**config.mk**
```make
export PLATFORM = sky130hd
export DESIGN_NAME = rcss_reclose_supervisor
export DESIGN_NICKNAME = d
export VERILOG_FILES = /design/src/rcss_pkg.sv /design/src/rcss_reclose_supervisor.sv
export SDC_FILE = /design/constraint.sdc
export NUM_CORES = 1
export LEC_CHECK = 0
export ABC_AREA = 1
export ABC_CLOCK_PERIOD_IN_PS = 4400
export BUFFER_PORTS_ARGS = -buffer_cell sky130_fd_sc_hd__buf_4
export CORE_MARGIN = 3
export CORE_UTILIZATION = 60
export CTS_CLUSTER_DIAMETER = 100
export DETAILED_ROUTE_END_ITERATION = 6
export PLACE_DENSITY_LB_ADDON = 0.3
export SETUP_SLACK_MARGIN = 0.4
export SLEW_MARGIN = 25
export SYNTH_ARGS = -nofsm -noshare
export SYNTH_HDL_FRONTEND = slang
export SYNTH_SLANG_ARGS = --single-unit
export TNS_END_PERCENT = 50
```
**constraint.sdc**
```tcl
create_clock -name sys_clk -period 4.4 [get_ports sys_clk]
set_input_delay 0.66 -clock sys_clk [delete_from_list [all_inputs] [get_ports sys_clk]]
set_output_delay 0.66 -clock sys_clk [all_outputs]
set_load 0.01 [all_outputs]
```
**src/rcss_pkg.sv**
```systemverilog
// Package for the reclose event masking and self-supervision block.
// Assumes a 125 MHz single clock and a 32-bit Avalon-MM register slave.
package rcss_pkg;
    // Register byte addresses.
    localparam logic [3:0] RCSS_ADDR_MASK_LOW = 4'h0;
    localparam logic [3:0] RCSS_ADDR_MASK_HIGH = 4'h4;
    localparam logic [3:0] RCSS_ADDR_STATUS = 4'h8;
    localparam logic [3:0] RCSS_ADDR_CONTROL = 4'hc;
    localparam logic [3:0] RCSS_ADDR_EVENT = 4'h0;
    // Mask widths and reset values.
    localparam int RCSS_LOW_W = 12;
    localparam int RCSS_HIGH_W = 10;
    localparam logic [11:0] RCSS_MASK_LOW_RST = 12'h03ff;
    localparam logic [9:0] RCSS_MASK_HIGH_RST = 10'h03f0;
    // Fault codes.
    localparam logic [7:0] RCSS_CODE_NONE = 8'h00;
    localparam logic [7:0] RCSS_CODE_BASE_CONTACT0 = 8'h04;
    localparam logic [7:0] RCSS_CODE_BASE_ENABLE = 8'h09;
    localparam logic [7:0] RCSS_CODE_BASE_FEEDBACK = 8'h0a;
    localparam logic [7:0] RCSS_CODE_OPT_CONTACT0 = 8'h0d;
    localparam logic [7:0] RCSS_CODE_OPT_ENABLE = 8'h10;
    localparam logic [7:0] RCSS_CODE_OPT_FEEDBACK = 8'h11;
    localparam logic [7:0] RCSS_CODE_SUPPLY_DIP = 8'h14;
    localparam logic [7:0] RCSS_CODE_PROGRAM_MEM = 8'h1e;
    localparam logic [7:0] RCSS_CODE_WORK_MEM = 8'h32;
    localparam logic [7:0] RCSS_CODE_PARAM_MEM = 8'h33;
    localparam logic [7:0] RCSS_CODE_CALIB_MEM = 8'h37;
    localparam logic [7:0] RCSS_CODE_IO_MISSING = 8'h50;
    localparam logic [7:0] RCSS_CODE_IO_UNKNOWN = 8'h51;
    localparam logic [7:0] RCSS_CODE_IO_CONFIG = 8'h52;
    localparam logic [7:0] RCSS_CODE_POWER_FAULTY = 8'h55;
    localparam logic [7:0] RCSS_CODE_POWER_UNKNOWN = 8'h56;
    localparam logic [7:0] RCSS_CODE_HW_CONFIG = 8'h5a;
    localparam logic [7:0] RCSS_CODE_COMM_UNKNOWN = 8'h5f;
    localparam logic [7:0] RCSS_CODE_VREF = 8'h83;
    localparam logic [7:0] RCSS_CODE_LIGHT_TWO = 8'hf0;
    localparam logic [7:0] RCSS_CODE_LIGHT_ONE = 8'hf1;
    localparam logic [7:0] RCSS_CODE_MEASURE = 8'hfd;
    // Timing: restart pulse and the wait for recovery, in microseconds.
    localparam int RCSS_CLK_MHZ = 125;
    localparam int RCSS_RESTART_US = 1;
    localparam int RCSS_RESTART_CYC = RCSS_RESTART_US * RCSS_CLK_MHZ;
    localparam int RCSS_RECOVER_US = 100;
    localparam int RCSS_RECOVER_CYC = RCSS_RECOVER_US * RCSS_CLK_MHZ;
    // Flash half period in milliseconds.
    localparam int RCSS_FLASH_MS = 250;
    localparam int RCSS_FLASH_CYC = RCSS_FLASH_MS * 1000 * RCSS_CLK_MHZ;
    // Control bit positions.
    localparam int RCSS_CTL_CLEAR_MSG = 0;
    localparam int RCSS_CTL_CLEAR_EVT = 1;
    // Self-supervision states.
    typedef enum logic [3:0] {
        RCSS_ST_OK = 4'b0001,
        RCSS_ST_RESTART = 4'b0010,
        RCSS_ST_VERIFY = 4'b0100,
        RCSS_ST_FAULT = 4'b1000
    } rcss_state_t;
endpackage : rcss_pkg

```
**src/rcss_reclose_supervisor.sv**
```systemverilog
// Reclose event masking, fault code encoding and self-supervision sequencer.
// Assumes synchronous fault and event inputs and an Avalon-MM master.
// What this block does
// - First mask holds twelve enable bits, weights 1 to 2048.
// - Shot start/end events use weights 1-32; breaker open 64, closed 128; on.
// - Definite-trip alarm set at 256, reset at 512, both enabled by default.
// - Lockout set at 1024, reset at 2048, both disabled by default.
// - Second mask: open command 1,2; close command 4,8; all disabled.
// - Reclosing failed 16,32 and reclosing disabled 64,128, all enabled.
// - Cancelled set/reset at 256,512 enabled; second mask default 1008.
// - An internal fault first triggers a restart; declared only if it persists.
// - Declared fault flashes ready, raises supervision output, shows coded message.
// - While declared, all other output contacts are forced idle and locked.
// - Internal-fault target has top panel priority over all other targets.
// - Clearing the fault target is ignored while ready is flashing.
// - Fault gone ends flashing and resumes service; message latched until cleared.
// - Base contact faults coded 4-8, enable path 9, feedback 10-12.
// - Optional contact faults coded 13-15, enable path 16, feedback 17-19.
// - Supply dip 20/21, program memory 30, work memory 50/59.
// - Parameter memory 51-54/56, calibration 55; settings read zero during it.
// - I/O module missing 80, unknown 81, config 82; power 85 faulty, 86 unknown.
// - Hardware configuration error 90, unknown communication module 95.
// - Light sensor two 240, one 241; measuring unit 253.
// - Reference voltage error reported with one of 131,139,195,203,222,223.
//
// The address map and register access over Avalon-MM are this design's own decisions.
`timescale 1ns/1ps
module rcss_reclose_supervisor #(
    parameter int RECOVER_CYC = rcss_pkg::RCSS_RECOVER_CYC,
    parameter int FLASH_CYC = rcss_pkg::RCSS_FLASH_CYC,
    parameter int NUM_CONTACTS = 8
) (
    // Clock and reset.
    input wire logic sys_clk,
    input wire logic rst,
    // Avalon-MM register slave.
    input wire logic [3:0] avs_address,
    input wire logic avs_read,
    input wire logic avs_write,
    input wire logic [31:0] avs_writedata,
    input wire logic [3:0] avs_byteenable,
    output logic [31:0] avs_readdata,
    output logic avs_waitrequest,
    // Reclose and breaker event pulses, one bit per event.
    input wire logic [rcss_pkg::RCSS_LOW_W-1:0] evt_low,
    input wire logic [rcss_pkg::RCSS_HIGH_W-1:0] evt_high,
    // Fault sources.
    input wire logic [4:0] flt_base_contact,
    input wire logic flt_base_enable,
    input wire logic flt_base_feedback,
    input wire logic [2:0] flt_opt_contact,
    input wire logic flt_opt_enable,
    input wire logic flt_opt_feedback,
    input wire logic flt_supply_dip,
    input wire logic flt_program_mem,
    input wire logic flt_work_mem,
    input wire logic flt_param_mem,
    input wire logic flt_calib_mem,
    input wire logic [2:0] flt_io_module,
    input wire logic [1:0] flt_power_module,
    input wire logic flt_hw_config,
    input wire logic flt_comm_unknown,
    input wire logic flt_vref,
    input wire logic [1:0] flt_light_sensor,
    input wire logic flt_measure,
    // Contact requests from protection logic and panel targets.
    input wire logic [NUM_CONTACTS-1:0] contact_req,
    input wire logic [7:0] panel_target_req,
    input wire logic panel_clear,
    // Outputs to contacts, panel and restart logic.
    output logic [NUM_CONTACTS-1:0] contact_out,
    output logic supervision_out,
    output logic ready_led,
    output logic restart_req,
    output logic [7:0] panel_code,
    output logic panel_fault_shown,
    output logic [7:0] panel_target
);
    import rcss_pkg::*;

    // Refuse sizes that the contact and counter logic cannot serve.
    if (NUM_CONTACTS < 1 || NUM_CONTACTS > 16
            || RECOVER_CYC < 1 || FLASH_CYC < 1) begin : g_param_check
        $error("rcss_reclose_supervisor: parameter out of range");
    end

    localparam int CNT_W = 32;
    localparam logic [CNT_W-1:0] RESTART_LEN = CNT_W'(RCSS_RESTART_CYC);
    localparam logic [CNT_W-1:0] RECOVER_LEN = CNT_W'(RECOVER_CYC);
    localparam logic [CNT_W-1:0] FLASH_LEN = CNT_W'(FLASH_CYC);

    typedef struct packed {
        logic [RCSS_LOW_W-1:0] mask_low;
        logic [RCSS_HIGH_W-1:0] mask_high;
        logic [RCSS_LOW_W-1:0] seen_low;
        logic [RCSS_HIGH_W-1:0] seen_high;
        logic [RCSS_LOW_W-1:0] rep_low;
        logic [RCSS_HIGH_W-1:0] rep_high;
        rcss_state_t state;
        logic [CNT_W-1:0] cnt;
        logic [CNT_W-1:0] flash_cnt;
        logic flash_phase;
        logic msg_latched;
        logic [7:0] code;
        logic [31:0] rdata;
        logic ack;
        logic [NUM_CONTACTS-1:0] contacts;
        logic sup;
        logic led;
        logic restart;
        logic [7:0] target;
    } rcss_regs_t;

    rcss_regs_t cur_ff;
    rcss_regs_t nxt_ff;

    logic any_fault;
    logic [7:0] fault_code;
    logic wr_hit;
    logic rd_hit;
    logic flashing;

    // Encode the highest-priority active fault into its code.
    // Only one code can be shown, so the most serious fault class is chosen.
    always_comb begin
        fault_code = RCSS_CODE_NONE;
        if (flt_measure) fault_code = RCSS_CODE_MEASURE;
        else if (flt_light_sensor[0]) fault_code = RCSS_CODE_LIGHT_ONE;
        else if (flt_light_sensor[1]) fault_code = RCSS_CODE_LIGHT_TWO;
        else if (flt_vref) fault_code = RCSS_CODE_VREF;
        else if (flt_comm_unknown) fault_code = RCSS_CODE_COMM_UNKNOWN;
        else if (flt_hw_config) fault_code = RCSS_CODE_HW_CONFIG;
        else if (flt_power_module[0]) fault_code = RCSS_CODE_POWER_FAULTY;
        else if (flt_power_module[1]) fault_code = RCSS_CODE_POWER_UNKNOWN;
        else if (flt_io_module[0]) fault_code = RCSS_CODE_IO_MISSING;
        else if (flt_io_module[1]) fault_code = RCSS_CODE_IO_UNKNOWN;
        else if (flt_io_module[2]) fault_code = RCSS_CODE_IO_CONFIG;
        else if (flt_calib_mem) fault_code = RCSS_CODE_CALIB_MEM;
        else if (flt_param_mem) fault_code = RCSS_CODE_PARAM_MEM;
        else if (flt_work_mem) fault_code = RCSS_CODE_WORK_MEM;
        else if (flt_program_mem) fault_code = RCSS_CODE_PROGRAM_MEM;
        else if (flt_supply_dip) fault_code = RCSS_CODE_SUPPLY_DIP;
        else if (flt_opt_feedback) fault_code = RCSS_CODE_OPT_FEEDBACK;
        else if (flt_opt_enable) fault_code = RCSS_CODE_OPT_ENABLE;
        else if (|flt_opt_contact) begin
            for (int i = 2; i >= 0; i--) begin
                if (flt_opt_contact[i]) fault_code = RCSS_CODE_OPT_CONTACT0 + 8'(i);
            end
        end else if (flt_base_feedback) fault_code = RCSS_CODE_BASE_FEEDBACK;
        else if (flt_base_enable) fault_code = RCSS_CODE_BASE_ENABLE;
        else if (|flt_base_contact) begin
            for (int i = 4; i >= 0; i--) begin
                if (flt_base_contact[i]) fault_code = RCSS_CODE_BASE_CONTACT0 + 8'(i);
            end
        end
    end

    assign any_fault = (fault_code != RCSS_CODE_NONE);
    assign flashing = (cur_ff.state == RCSS_ST_FAULT);
    // One-cycle answer: waitrequest is low when the access is being acknowledged.
    // Writes land at the acknowledge edge, the one at which the master sees
    // waitrequest low; read data is registered one edge earlier so that it
    // stands in the acknowledge cycle.
    assign wr_hit = avs_write && cur_ff.ack;
    assign rd_hit = avs_read && !cur_ff.ack;

    // Next-state logic for registers, events and supervision sequencer.
    always_comb begin
        nxt_ff = cur_ff;
        nxt_ff.ack = (avs_read || avs_write) && !cur_ff.ack;
        nxt_ff.restart = 1'b0;

        // Software writes to the masks and control word.
        if (wr_hit && avs_byteenable[0]) begin
            unique case (avs_address)
                RCSS_ADDR_MASK_LOW: nxt_ff.mask_low[7:0] = avs_writedata[7:0];
                RCSS_ADDR_MASK_HIGH: nxt_ff.mask_high[7:0] = avs_writedata[7:0];
                default: ;
            endcase
        end
        if (wr_hit && avs_byteenable[1]) begin
            unique case (avs_address)
                RCSS_ADDR_MASK_LOW: nxt_ff.mask_low[11:8] = avs_writedata[11:8];
                RCSS_ADDR_MASK_HIGH: nxt_ff.mask_high[9:8] = avs_writedata[9:8];
                default: ;
            endcase
        end

        // All events are seen; only enabled ones are reported. Set beats clear.
        nxt_ff.seen_low = cur_ff.seen_low | evt_low;
        nxt_ff.seen_high = cur_ff.seen_high | evt_high;
        if (wr_hit && avs_address == RCSS_ADDR_CONTROL && avs_writedata[RCSS_CTL_CLEAR_EVT]) begin
            nxt_ff.rep_low = evt_low & cur_ff.mask_low;
            nxt_ff.rep_high = evt_high & cur_ff.mask_high;
            nxt_ff.seen_low = evt_low;
            nxt_ff.seen_high = evt_high;
        end else begin
            nxt_ff.rep_low = cur_ff.rep_low | (evt_low & cur_ff.mask_low);
            nxt_ff.rep_high = cur_ff.rep_high | (evt_high & cur_ff.mask_high);
        end

        // Supervision sequencer: restart, verify, then declare.
        // A restart that clears the fault returns to service with no declaration.
        unique case (cur_ff.state)
            RCSS_ST_OK: begin
                if (any_fault) begin
                    nxt_ff.state = RCSS_ST_RESTART;
                    nxt_ff.cnt = RESTART_LEN;
                end
            end
            RCSS_ST_RESTART: begin
                nxt_ff.restart = 1'b1;
                nxt_ff.cnt = cur_ff.cnt - 1'b1;
                if (cur_ff.cnt == 1) begin
                    nxt_ff.state = RCSS_ST_VERIFY;
                    nxt_ff.cnt = RECOVER_LEN;
                end
            end
            RCSS_ST_VERIFY: begin
                nxt_ff.cnt = cur_ff.cnt - 1'b1;
                if (!any_fault) begin
                    nxt_ff.state = RCSS_ST_OK;
                end else if (cur_ff.cnt == 1) begin
                    nxt_ff.state = RCSS_ST_FAULT;
                    nxt_ff.msg_latched = 1'b1;
                    nxt_ff.code = fault_code;
                    nxt_ff.flash_cnt = FLASH_LEN;
                end
            end
            RCSS_ST_FAULT: begin
                if (!any_fault) begin
                    nxt_ff.state = RCSS_ST_OK;
                end
            end
        endcase

        // Ready indicator flashes while the fault is declared.
        // The half-period counter reloads itself, so the rhythm stays fixed.
        if (nxt_ff.state == RCSS_ST_FAULT) begin
            nxt_ff.flash_cnt = (cur_ff.flash_cnt <= 1) ? FLASH_LEN : cur_ff.flash_cnt - 1'b1;
            if (cur_ff.flash_cnt <= 1) nxt_ff.flash_phase = !cur_ff.flash_phase;
            nxt_ff.led = cur_ff.flash_phase;
        end else begin
            nxt_ff.flash_phase = 1'b0;
            nxt_ff.led = 1'b1;
        end

        // Clear of the message is refused while flashing.
        // It is also refused while any fault is present, so the operator cannot
        // lose the code of a fault that is still being verified.
        if ((panel_clear || (wr_hit && avs_address == RCSS_ADDR_CONTROL
                && avs_writedata[RCSS_CTL_CLEAR_MSG])) && !flashing && !any_fault) begin
            nxt_ff.msg_latched = 1'b0;
        end

        // Supervision, contact locking and target choice follow the next state,
        // so they all change at the same edge as the sequencer.
        nxt_ff.sup = (nxt_ff.state == RCSS_ST_FAULT);
        nxt_ff.contacts = (nxt_ff.state == RCSS_ST_FAULT) ? '0 : contact_req;
        nxt_ff.target = nxt_ff.msg_latched ? nxt_ff.code : panel_target_req;

        // Read data; settings read as zero during a parameter memory fault.
        nxt_ff.rdata = '0;
        if (rd_hit) begin
            unique case (avs_address)
                RCSS_ADDR_MASK_LOW: nxt_ff.rdata = flt_param_mem ? '0 : 32'(cur_ff.mask_low);
                RCSS_ADDR_MASK_HIGH: nxt_ff.rdata = flt_param_mem ? '0 : 32'(cur_ff.mask_high);
                RCSS_ADDR_STATUS: nxt_ff.rdata = {16'h0000, cur_ff.code, 3'b000,
                    cur_ff.msg_latched, cur_ff.state};
                RCSS_ADDR_CONTROL: nxt_ff.rdata = 32'({cur_ff.rep_high, cur_ff.rep_low});
                default: nxt_ff.rdata = '0;
            endcase
        end
    end

    // State register with synchronous reset.
    always_ff @(posedge sys_clk) begin
        if (rst) begin
            // Masks return to their enable defaults and the ready light is steady.
            cur_ff <= '0;
            cur_ff.mask_low <= RCSS_MASK_LOW_RST;
            cur_ff.mask_high <= RCSS_MASK_HIGH_RST;
            cur_ff.state <= RCSS_ST_OK;
            cur_ff.led <= 1'b1;
        end else begin
            cur_ff <= nxt_ff;
        end
    end

    assign avs_readdata = cur_ff.rdata;
    assign avs_waitrequest = !cur_ff.ack;
    assign contact_out = cur_ff.contacts;
    assign supervision_out = cur_ff.sup;
    assign ready_led = cur_ff.led;
    assign restart_req = cur_ff.restart;
    assign panel_code = cur_ff.code;
    assign panel_fault_shown = cur_ff.msg_latched;
    assign panel_target = cur_ff.target;

    // Contacts stay idle while the fault is declared.
    contacts_locked_a: assert property (@(posedge sys_clk) disable iff (rst)
        supervision_out |-> contact_out == '0)
        else $error("contact driven during declared fault");
    // A fault never reaches declaration without a restart first.
    restart_first_a: assert property (@(posedge sys_clk) disable iff (rst)
        $rose(supervision_out) |-> $past(cur_ff.state) == RCSS_ST_VERIFY)
        else $error("fault declared without restart");
    // Declared fault latches message and code.
    fault_message_a: assert property (@(posedge sys_clk) disable iff (rst)
        supervision_out |-> panel_fault_shown && panel_code != RCSS_CODE_NONE)
        else $error("declared fault without message");
    // Fault target wins over panel targets.
    target_priority_a: assert property (@(posedge sys_clk) disable iff (rst)
        panel_fault_shown |-> panel_target == panel_code)
        else $error("fault target overridden");
    // Message cannot clear while flashing.
    clear_refused_a: assert property (@(posedge sys_clk) disable iff (rst)
        flashing && panel_fault_shown |=> panel_fault_shown)
        else $error("fault message cleared while flashing");
    // Leaving the fault restores a steady ready light.
    flash_stops_a: assert property (@(posedge sys_clk) disable iff (rst)
        $fell(supervision_out) |-> ready_led && panel_fault_shown)
        else $error("ready not steady after fault");
    // Masked events never appear in the report.
    mask_gates_a: assert property (@(posedge sys_clk) disable iff (rst)
        (evt_low & ~cur_ff.mask_low) != '0 |=> (cur_ff.rep_low & ~$past(cur_ff.mask_low)
        & $past(evt_low)) == '0 || $past(wr_hit))
        else $error("masked event reported");
    // Every bus access gets its answer the next cycle.
    bus_answer_a: assert property (@(posedge sys_clk) disable iff (rst)
        (avs_read || avs_write) && avs_waitrequest |=> !avs_waitrequest)
        else $error("bus answer late");
    // Every event is remembered internally, enabled or not.
    events_seen_a: assert property (@(posedge sys_clk) disable iff (rst)
        evt_low != '0 |=> (cur_ff.seen_low & $past(evt_low)) == $past(evt_low))
        else $error("event not recorded internally");
    // An enabled event of the first mask reaches the report at the next edge.
    report_low_a: assert property (@(posedge sys_clk) disable iff (rst)
        (evt_low & cur_ff.mask_low) != '0 |=> (cur_ff.rep_low
        & $past(evt_low & cur_ff.mask_low)) == $past(evt_low & cur_ff.mask_low))
        else $error("enabled event missing from report");
    // An enabled event of the second mask reaches the report at the next edge.
    report_high_a: assert property (@(posedge sys_clk) disable iff (rst)
        (evt_high & cur_ff.mask_high) != '0 |=> (cur_ff.rep_high
        & $past(evt_high & cur_ff.mask_high)) == $past(evt_high & cur_ff.mask_high))
        else $error("enabled event missing from report");
    // The ready light is steady whenever no fault is declared.
    ready_steady_a: assert property (@(posedge sys_clk) disable iff (rst)
        !supervision_out |-> ready_led)
        else $error("ready light not steady");
    // A restart runs before any declaration, with the light still steady.
    restart_clean_a: assert property (@(posedge sys_clk) disable iff (rst)
        restart_req |-> !supervision_out && ready_led)
        else $error("restart during declared fault");
    // Settings read as zero while the parameter memory is faulty.
    settings_zero_a: assert property (@(posedge sys_clk) disable iff (rst)
        rd_hit && flt_param_mem && (avs_address == RCSS_ADDR_MASK_LOW
        || avs_address == RCSS_ADDR_MASK_HIGH) |=> avs_readdata == '0)
        else $error("setting readable during parameter fault");
    // The declared code holds while the fault stays declared.
    code_stable_a: assert property (@(posedge sys_clk) disable iff (rst)
        supervision_out && $past(supervision_out) |-> $stable(panel_code))
        else $error("fault code changed while declared");
    // Outside a declared fault the contacts follow their demand.
    contacts_follow_a: assert property (@(posedge sys_clk) disable iff (rst)
        !supervision_out && !$past(rst) |-> contact_out == $past(contact_req))
        else $error("contact not following demand");
    // Without a latched fault message the panel shows the requested target.
    target_free_a: assert property (@(posedge sys_clk) disable iff (rst)
        !panel_fault_shown && !$past(rst) |-> panel_target == $past(panel_target_req))
        else $error("panel target not shown");
endmodule : rcss_reclose_supervisor

```
Word-level counts from Yosys, hierarchy flattened
Cells that the tools add are included.
Storage, ports and cells
  output and inout port bits: 61
  logic and storage cells: 123
  input bits: 111
  register bits after elaboration: 174
Operators by class
  equal/unequal tests: 10
  $add $sub $neg: 2
  mux-type cells: 52
  bitwise gates (word level): 6
  reduce and logical (&&, ||, !) cells: 33
  magnitude comparators: 1
Operators with widths (number)
  two-way mux 8 bit: 29
  two-way mux 32 bit: 5
  one-hot mux 32 bit (3 select lines): 1
  one-hot mux 22 bit (4 select lines): 1
  two-way mux 36 bit: 2
  subtractor 32 x 1 -> 32 bit (second input constant): 2
  == test 32 x 1 -> 1 bit (second input constant): 1
  <= comparator 32 x 1 -> 1 bit (second input constant): 1
  two-way mux 9 bit: 3
  two-way mux 22 bit: 1
  two-way mux 4 bit: 5
  == test 4 bit (second input constant): 4
  one-hot mux 4 bit (4 select lines): 1
  AND 12 bit: 1
  two-way mux 12 bit: 1
  OR 12 bit: 1
  AND 10 bit: 1
  logical AND 1 bit: 10
  two-way mux 10 bit: 1
  OR 10 bit: 1
  AND reduction 2 bit: 5
  == test 4 x 3 -> 1 bit (second input constant): 2
  nonzero test 8 bit: 1
  nonzero test 2 bit: 3
  other kinds (13): 21

Logic depth before layout (Yosys ltp)
  depth after elaboration: 33
  mapped depth: 23
  gate-level depth less buffers: 23

Worst setup path after synthesis
OpenSTA, ideal clock, no wires.
  kind: input to register
  from: input flt_opt_contact[0]
  to: register cur_ff[94] in the netlist's numbering
  data arrival time: 2.197 ns
  required time: 4.284 ns
  path slack: 2.086 ns
  cell stages on the path: 19
  cell sequence: nor2_1 -> nand2_1 -> inv_1 -> nand3_1 -> nand2_1 -> nand2_1 -> nand2_1 -> nand2_1 -> nand2_1 -> nand3_1 -> nor2_1 -> nand3_2 -> buf_6 -> nand2_2 -> nand2_2 -> buf_6 -> buf_6 -> o211ai_1 -> inv_1
On the way
  cells in the longest elaborated chain, start to end: 23
  elaborated cells between the ends (all ways): 24
  those cells by class: eq/ne: 1; mux: 20; reduce/logical: 3
RTL lines
  start: declaration: RTL line rcss_reclose_supervisor.sv:51  | input wire logic [2:0] flt_opt_contact,
  OR reduction 3 bit or two-way mux 8 bit (tied branches): RTL line rcss_reclose_supervisor.sv:145, rcss_reclose_supervisor.sv:147
  two-way mux 8 bit *: RTL line rcss_reclose_supervisor.sv:145  | else if (|flt_opt_contact) begin
  two-way mux 8 bit *: RTL line rcss_reclose_supervisor.sv:144  | else if (flt_opt_enable) fault_code = RCSS_CODE_OPT_ENABLE;
  two-way mux 8 bit *: RTL line rcss_reclose_supervisor.sv:143  | else if (flt_opt_feedback) fault_code = RCSS_CODE_OPT_FEEDBACK;
  two-way mux 8 bit *: RTL line rcss_reclose_supervisor.sv:142  | else if (flt_supply_dip) fault_code = RCSS_CODE_SUPPLY_DIP;
  two-way mux 8 bit *: RTL line rcss_reclose_supervisor.sv:141  | else if (flt_program_mem) fault_code = RCSS_CODE_PROGRAM_MEM;
  two-way mux 8 bit *: RTL line rcss_reclose_supervisor.sv:140  | else if (flt_work_mem) fault_code = RCSS_CODE_WORK_MEM;
  two-way mux 8 bit *: RTL line rcss_reclose_supervisor.sv:139  | else if (flt_param_mem) fault_code = RCSS_CODE_PARAM_MEM;
  [... 7 more ...]
  two-way mux 8 bit *: RTL line rcss_reclose_supervisor.sv:131  | else if (flt_comm_unknown) fault_code = RCSS_CODE_COMM_UNKNOWN;
  two-way mux 8 bit *: RTL line rcss_reclose_supervisor.sv:130  | else if (flt_vref) fault_code = RCSS_CODE_VREF;
  two-way mux 8 bit *: RTL line rcss_reclose_supervisor.sv:129  | else if (flt_light_sensor[1]) fault_code = RCSS_CODE_LIGHT_TWO;
  two-way mux 8 bit *: RTL line rcss_reclose_supervisor.sv:128  | else if (flt_light_sensor[0]) fault_code = RCSS_CODE_LIGHT_ONE;
  two-way mux 8 bit *: RTL line rcss_reclose_supervisor.sv:127  | if (flt_measure) fault_code = RCSS_CODE_MEASURE;
  nonzero test 8 bit *: RTL line rcss_reclose_supervisor.sv:158  | assign any_fault = (fault_code != RCSS_CODE_NONE);
  inequality test 2 bit (no line) *
  AND reduction 2 bit (no line) *
  end signal: assignment: RTL line rcss_reclose_supervisor.sv:286  | cur_ff <= nxt_ff;
  end: declaration: RTL line rcss_reclose_supervisor.sv:114  | rcss_regs_t cur_ff;
Mark *: on every way between the ends. The rest lies on a longest branch, timed or not.
A chain may end at the register's enable or synchronous reset.

Worst setup path after layout
  from: input flt_opt_feedback
  to: register cur_ff[73] in the netlist's numbering
On the way
  cells in the longest elaborated chain, start to end: 23
  elaborated cells between the ends (all ways): 28
  those cells by class: eq/ne: 1; mux: 22; reduce/logical: 5
RTL lines
  start: declaration: RTL line rcss_reclose_supervisor.sv:53  | input wire logic flt_opt_feedback,
  two-way mux 8 bit *: RTL line rcss_reclose_supervisor.sv:143
  two-way mux 8 bit *: RTL line rcss_reclose_supervisor.sv:142
  two-way mux 8 bit *: RTL line rcss_reclose_supervisor.sv:141
  two-way mux 8 bit *: RTL line rcss_reclose_supervisor.sv:140
  two-way mux 8 bit *: RTL line rcss_reclose_supervisor.sv:139
  two-way mux 8 bit *: RTL line rcss_reclose_supervisor.sv:138  | else if (flt_calib_mem) fault_code = RCSS_CODE_CALIB_MEM;
  two-way mux 8 bit *: RTL line rcss_reclose_supervisor.sv:137  | else if (flt_io_module[2]) fault_code = RCSS_CODE_IO_CONFIG;
  two-way mux 8 bit *: RTL line rcss_reclose_supervisor.sv:136  | else if (flt_io_module[1]) fault_code = RCSS_CODE_IO_UNKNOWN;
  [... 7 more ...]
  two-way mux 8 bit *: RTL line rcss_reclose_supervisor.sv:128
  two-way mux 8 bit *: RTL line rcss_reclose_supervisor.sv:127
  nonzero test 8 bit *: RTL line rcss_reclose_supervisor.sv:158
  two-way mux 4 bit, or another cell as far along: RTL line rcss_reclose_supervisor.sv:231  | if (!any_fault) begin
  one-hot mux 4 bit (4 select lines): RTL line rcss_reclose_supervisor.sv:204  | unique case (cur_ff.state)
  == test 4 bit: RTL line rcss_reclose_supervisor.sv:239  | if (nxt_ff.state == RCSS_ST_FAULT) begin
  nonzero test 2 bit (no line)
  AND reduction 3 bit (no line)
Mark *: on every way between the ends. The rest lies on a longest branch, timed or not. The select of a mux whose other input is x is not followed.

==> metrics.md <==
| Metric | Value |
|---|---|
| P&R area growth vs syn | 15.5% |
| Multiplexer share of the synthesized area | 0% |
| Layout Utilization | 71.1% |
| Leading cell type in the layout, fill and taps excluded | nand2_1 |
| Library cells used by synthesis | 47 |
| Final Hold Vio Count | 0 |
| Yosys warns | 0 |
| Vias per inst | 5.30 |
| Setup TNS | 0 ps |
| FF+latch area | 3280 um^2 |
| VDD IR-drop max | 0.000262 V |
| CP required | 4750 ps |
| I/O pin count | 172 |
| Setup-failing EPs final | 0 |
| Pwr dens | 352 nW/um^2 |
| Grt ovf | 0 |
| Net Switching | 1030 uW |
| Complex-gate fraction of the synthesized area | 11.1% |
| Clk sinks | 164 |
| Via count | 8209 |
| Leak Pwr | 0.00485 uW |
| FMAX | 0.350 GHz |
| Simple-gate area share of the yosys netlist | 31.7% |
| Initial drt markers | 668 |
| Share of layout cells above drive strength 1 | 15.5% |
| Syn avg cell area | 6.75 um^2 |
| Pre-Repair DR Iteration Count | 6 |
| Post-Syn Area | 8610 um^2 |
| Worst setup SP type | primary input |
| DIE AREA | 15800 um^2 |
| Post-route antenna net violation count | 0 |
| Area occupied by multi-input gates | 4190 um^2 |
| Clk pwr share | 42.8% |
| Net Sw Frac | 29.4% |
| Final #Nets | 1472 |
| Largest family of logic cells by synthesized area | simple AND/OR/NAND/NOR gates |
| RSZ-0062 raised after global routing | false |
| Comb power frac | 12.9% |
| Synth Register Bits | 164 |
| Final setup margin | 1540 ps |
| Std cell rows | 43 |
| Clk buf depth | 2 |
| Post-Synth XOR/XNOR Area | 4.88% |
| Pre-CTS setup slack | 1090 ps |
| Power Internal | 2480 uW |
| Most frequent cells in the layout | nand2_1 (293), nor2_1 (224), dfxtp_1 (164) |
| Worst setup EP type | flip-flop |
| Vias in the first global route | 7637 |
| Outcome | completed |
| CTS tree | done |
| Slew @ Worst Pin | 910 ps |
| Critical Path Fanout Max | 21 |
| Period Utilization, post-route | 65.0% |
| Die Width | 126 um |
| FILL cells | 1180 |
| Post-CTS Setup Bufs | 0 |
| Cells after Synth | 1277 |
| Clock skew | 10.2 ps |
| Crit Path Class | primary input to flip-flop |
| DRC | 0 |
| Die Height | 126 um |
| Worst Hold Class | flip-flop to flip-flop |
| CTS H-Tree Depth | 4 |
| Number of gates resized after CTS | 0 |
| Final worst path period need | 2860 ps |
| PortBufs | 139 |
| GRT Overall Usage | 26.2% |
| Routed Wire Length | 21300 um |
| Antenna diodes | 0 |
| Clock latency on the worst-skew pair | 430 ps |
| Pins Over Slew Limit | 0 |
| MaxCap Viol Count | 0 |
| First-pass GRT wire length | 35000 um |
| Starting density of the core | 61.6% |
| Routability cong. | 0.968 |
| Num CTS Buffers | 17 |
| Largest net degree at the start of global routing | 70 |
| CTS root buffer | clkbuf_16 |
| Clock transition at path regs | 80 ps |
| Adder-cell share of the synthesized area | 0.581% |
| Initial antenna violation count | 0 |
| Routed len/inst | 13.7 um |
| Core area | 14000 um^2 |
| Slew margin rel. | 39.1% |
| Sequential fraction of the synthesis area | 38.1% |
| Worst EP arrival | 3210 ps |
| Post-DP HPWL | 15000 um |
| Flop pwr share | 44.3% |
| CTS Hold Bufs | 0 |
synthesized netlist by cell type, drive strengths merged:
master | number | share of area [%]
ha | 4 | 0.58
nand3 | 49 | 3.1
nand2 | 300 | 13
a41oi | 1 | 0.10
nor3b | 5 | 0.49
nor4 | 7 | 0.58
or2 | 3 | 0.22
a31oi | 9 | 0.65
o31ai | 1 | 0.087
a21o | 1 | 0.087
o211ai | 8 | 0.70
o21ai | 53 | 3.3
nor3 | 28 | 2.0
a221oi | 1 | 0.10
xor2 | 29 | 2.9
xnor2 | 19 | 1.9
inv | 145 | 6.3
clkbuf | 23 | 1.0
and3 | 1 | 0.073
dfxtp | 164 | 38
a21oi | 101 | 6.0
nor2 | 229 | 10
conb | 1 | 0.044
buf | 68 | 6.1
or4 | 2 | 0.17
nand4 | 20 | 1.5
clkinv | 4 | 0.19
o21a | 1 | 0.087
critical path: stages:
cell and delay (ps):
buf_4 110, nor2_1 130, nand2_1 100, nor2_1 90
nand2_1 60, nand2_1 50, nand2_1 40, nand2_1 50
nand2_1 60, a21oi_2 140, nor2_1 60, nand3_2 220
nand3_2 300, nand2_4 280, nand2_2 210, inv_2 370
nand2_1 110, a21oi_1 140
state kept, by name, indices dropped and copies added, names as in the netlist:
register,flops
cur_ff,114
avs_readdata,22
contact_out,8
panel_code,8
panel_target,8
panel_fault_shown,1
ready_led,1
restart_req,1
supervision_out,1
final cells by class:
type	count	area share, %
multi-input cells	882	42.2
inverters	149	5.64
clock buffers	17	4.28
well taps	180	2.26
clock inverters	15	1.85
repair buffers	143	10.8
flip-flops and latches	164	33.0
worst paths after layout:
check	slack [ps]	cells past startpoint	endpoint	startpoint
hold reg to reg	440	2	avs_readdata[17]$_SDFF_PP0_	cur_ff[135]$_SDFF_PP0_
setup / recovery	1540	18	cur_ff[73]$_SDFFE_PP0P_	flt_opt_feedback
hold / removal	440	2	avs_readdata[17]$_SDFF_PP0_	cur_ff[135]$_SDFF_PP0_
setup reg to reg	1570	13	cur_ff[73]$_SDFFE_PP0P_	cur_ff[106]$_SDFFE_PP0P_
logic make-up after synthesis:
family	after synthesis
XOR/XNOR	48
flip-flops	164
other	1
AO/OA/AOI/OAI	176
buffers and inverters	240
adder cells (fa/ha/maj)	4
AND/OR/NAND/NOR	644
power groups by stage:
stage | sequential, uW | clock [uW] | combinational [uW]
after global routing | 1560 | 1570 | 503
after global placement | 1590 | 0 | 434
final | 1550 | 1500 | 453
after detailed placement | 1590 | 0 | 442
after CTS | 1550 | 1510 | 447
after floorplan | 1580 | 0 | 314
through the flow:
| stage | hold WS [ps] | power (uW) | area (um^2) | cells |
|---|---|---|---|---|
| final | 439 | 3510 | 9950 | 1550 |
| after global routing | 447 | 3630 | 9950 | 1550 |
| after CTS | 436 | 3510 | 9950 | 1550 |
| after detailed placement | 430 | 2030 | 9340 | 1518 |
| after global placement | 424 | 2020 | 9340 | 1518 |
| after floorplan | 419 | 1890 | 8650 | 1286 |
per-layer routing:
metal,vias up,wire (um),global-route usage (%)
met1,3743,8970,32.5
li1,4130,-,-
met4,0,483,9.34
met2,296,10400,46.0
met3,40,1390,4.54
met5,-,0,0
Power figures use the tool's default switching activity.
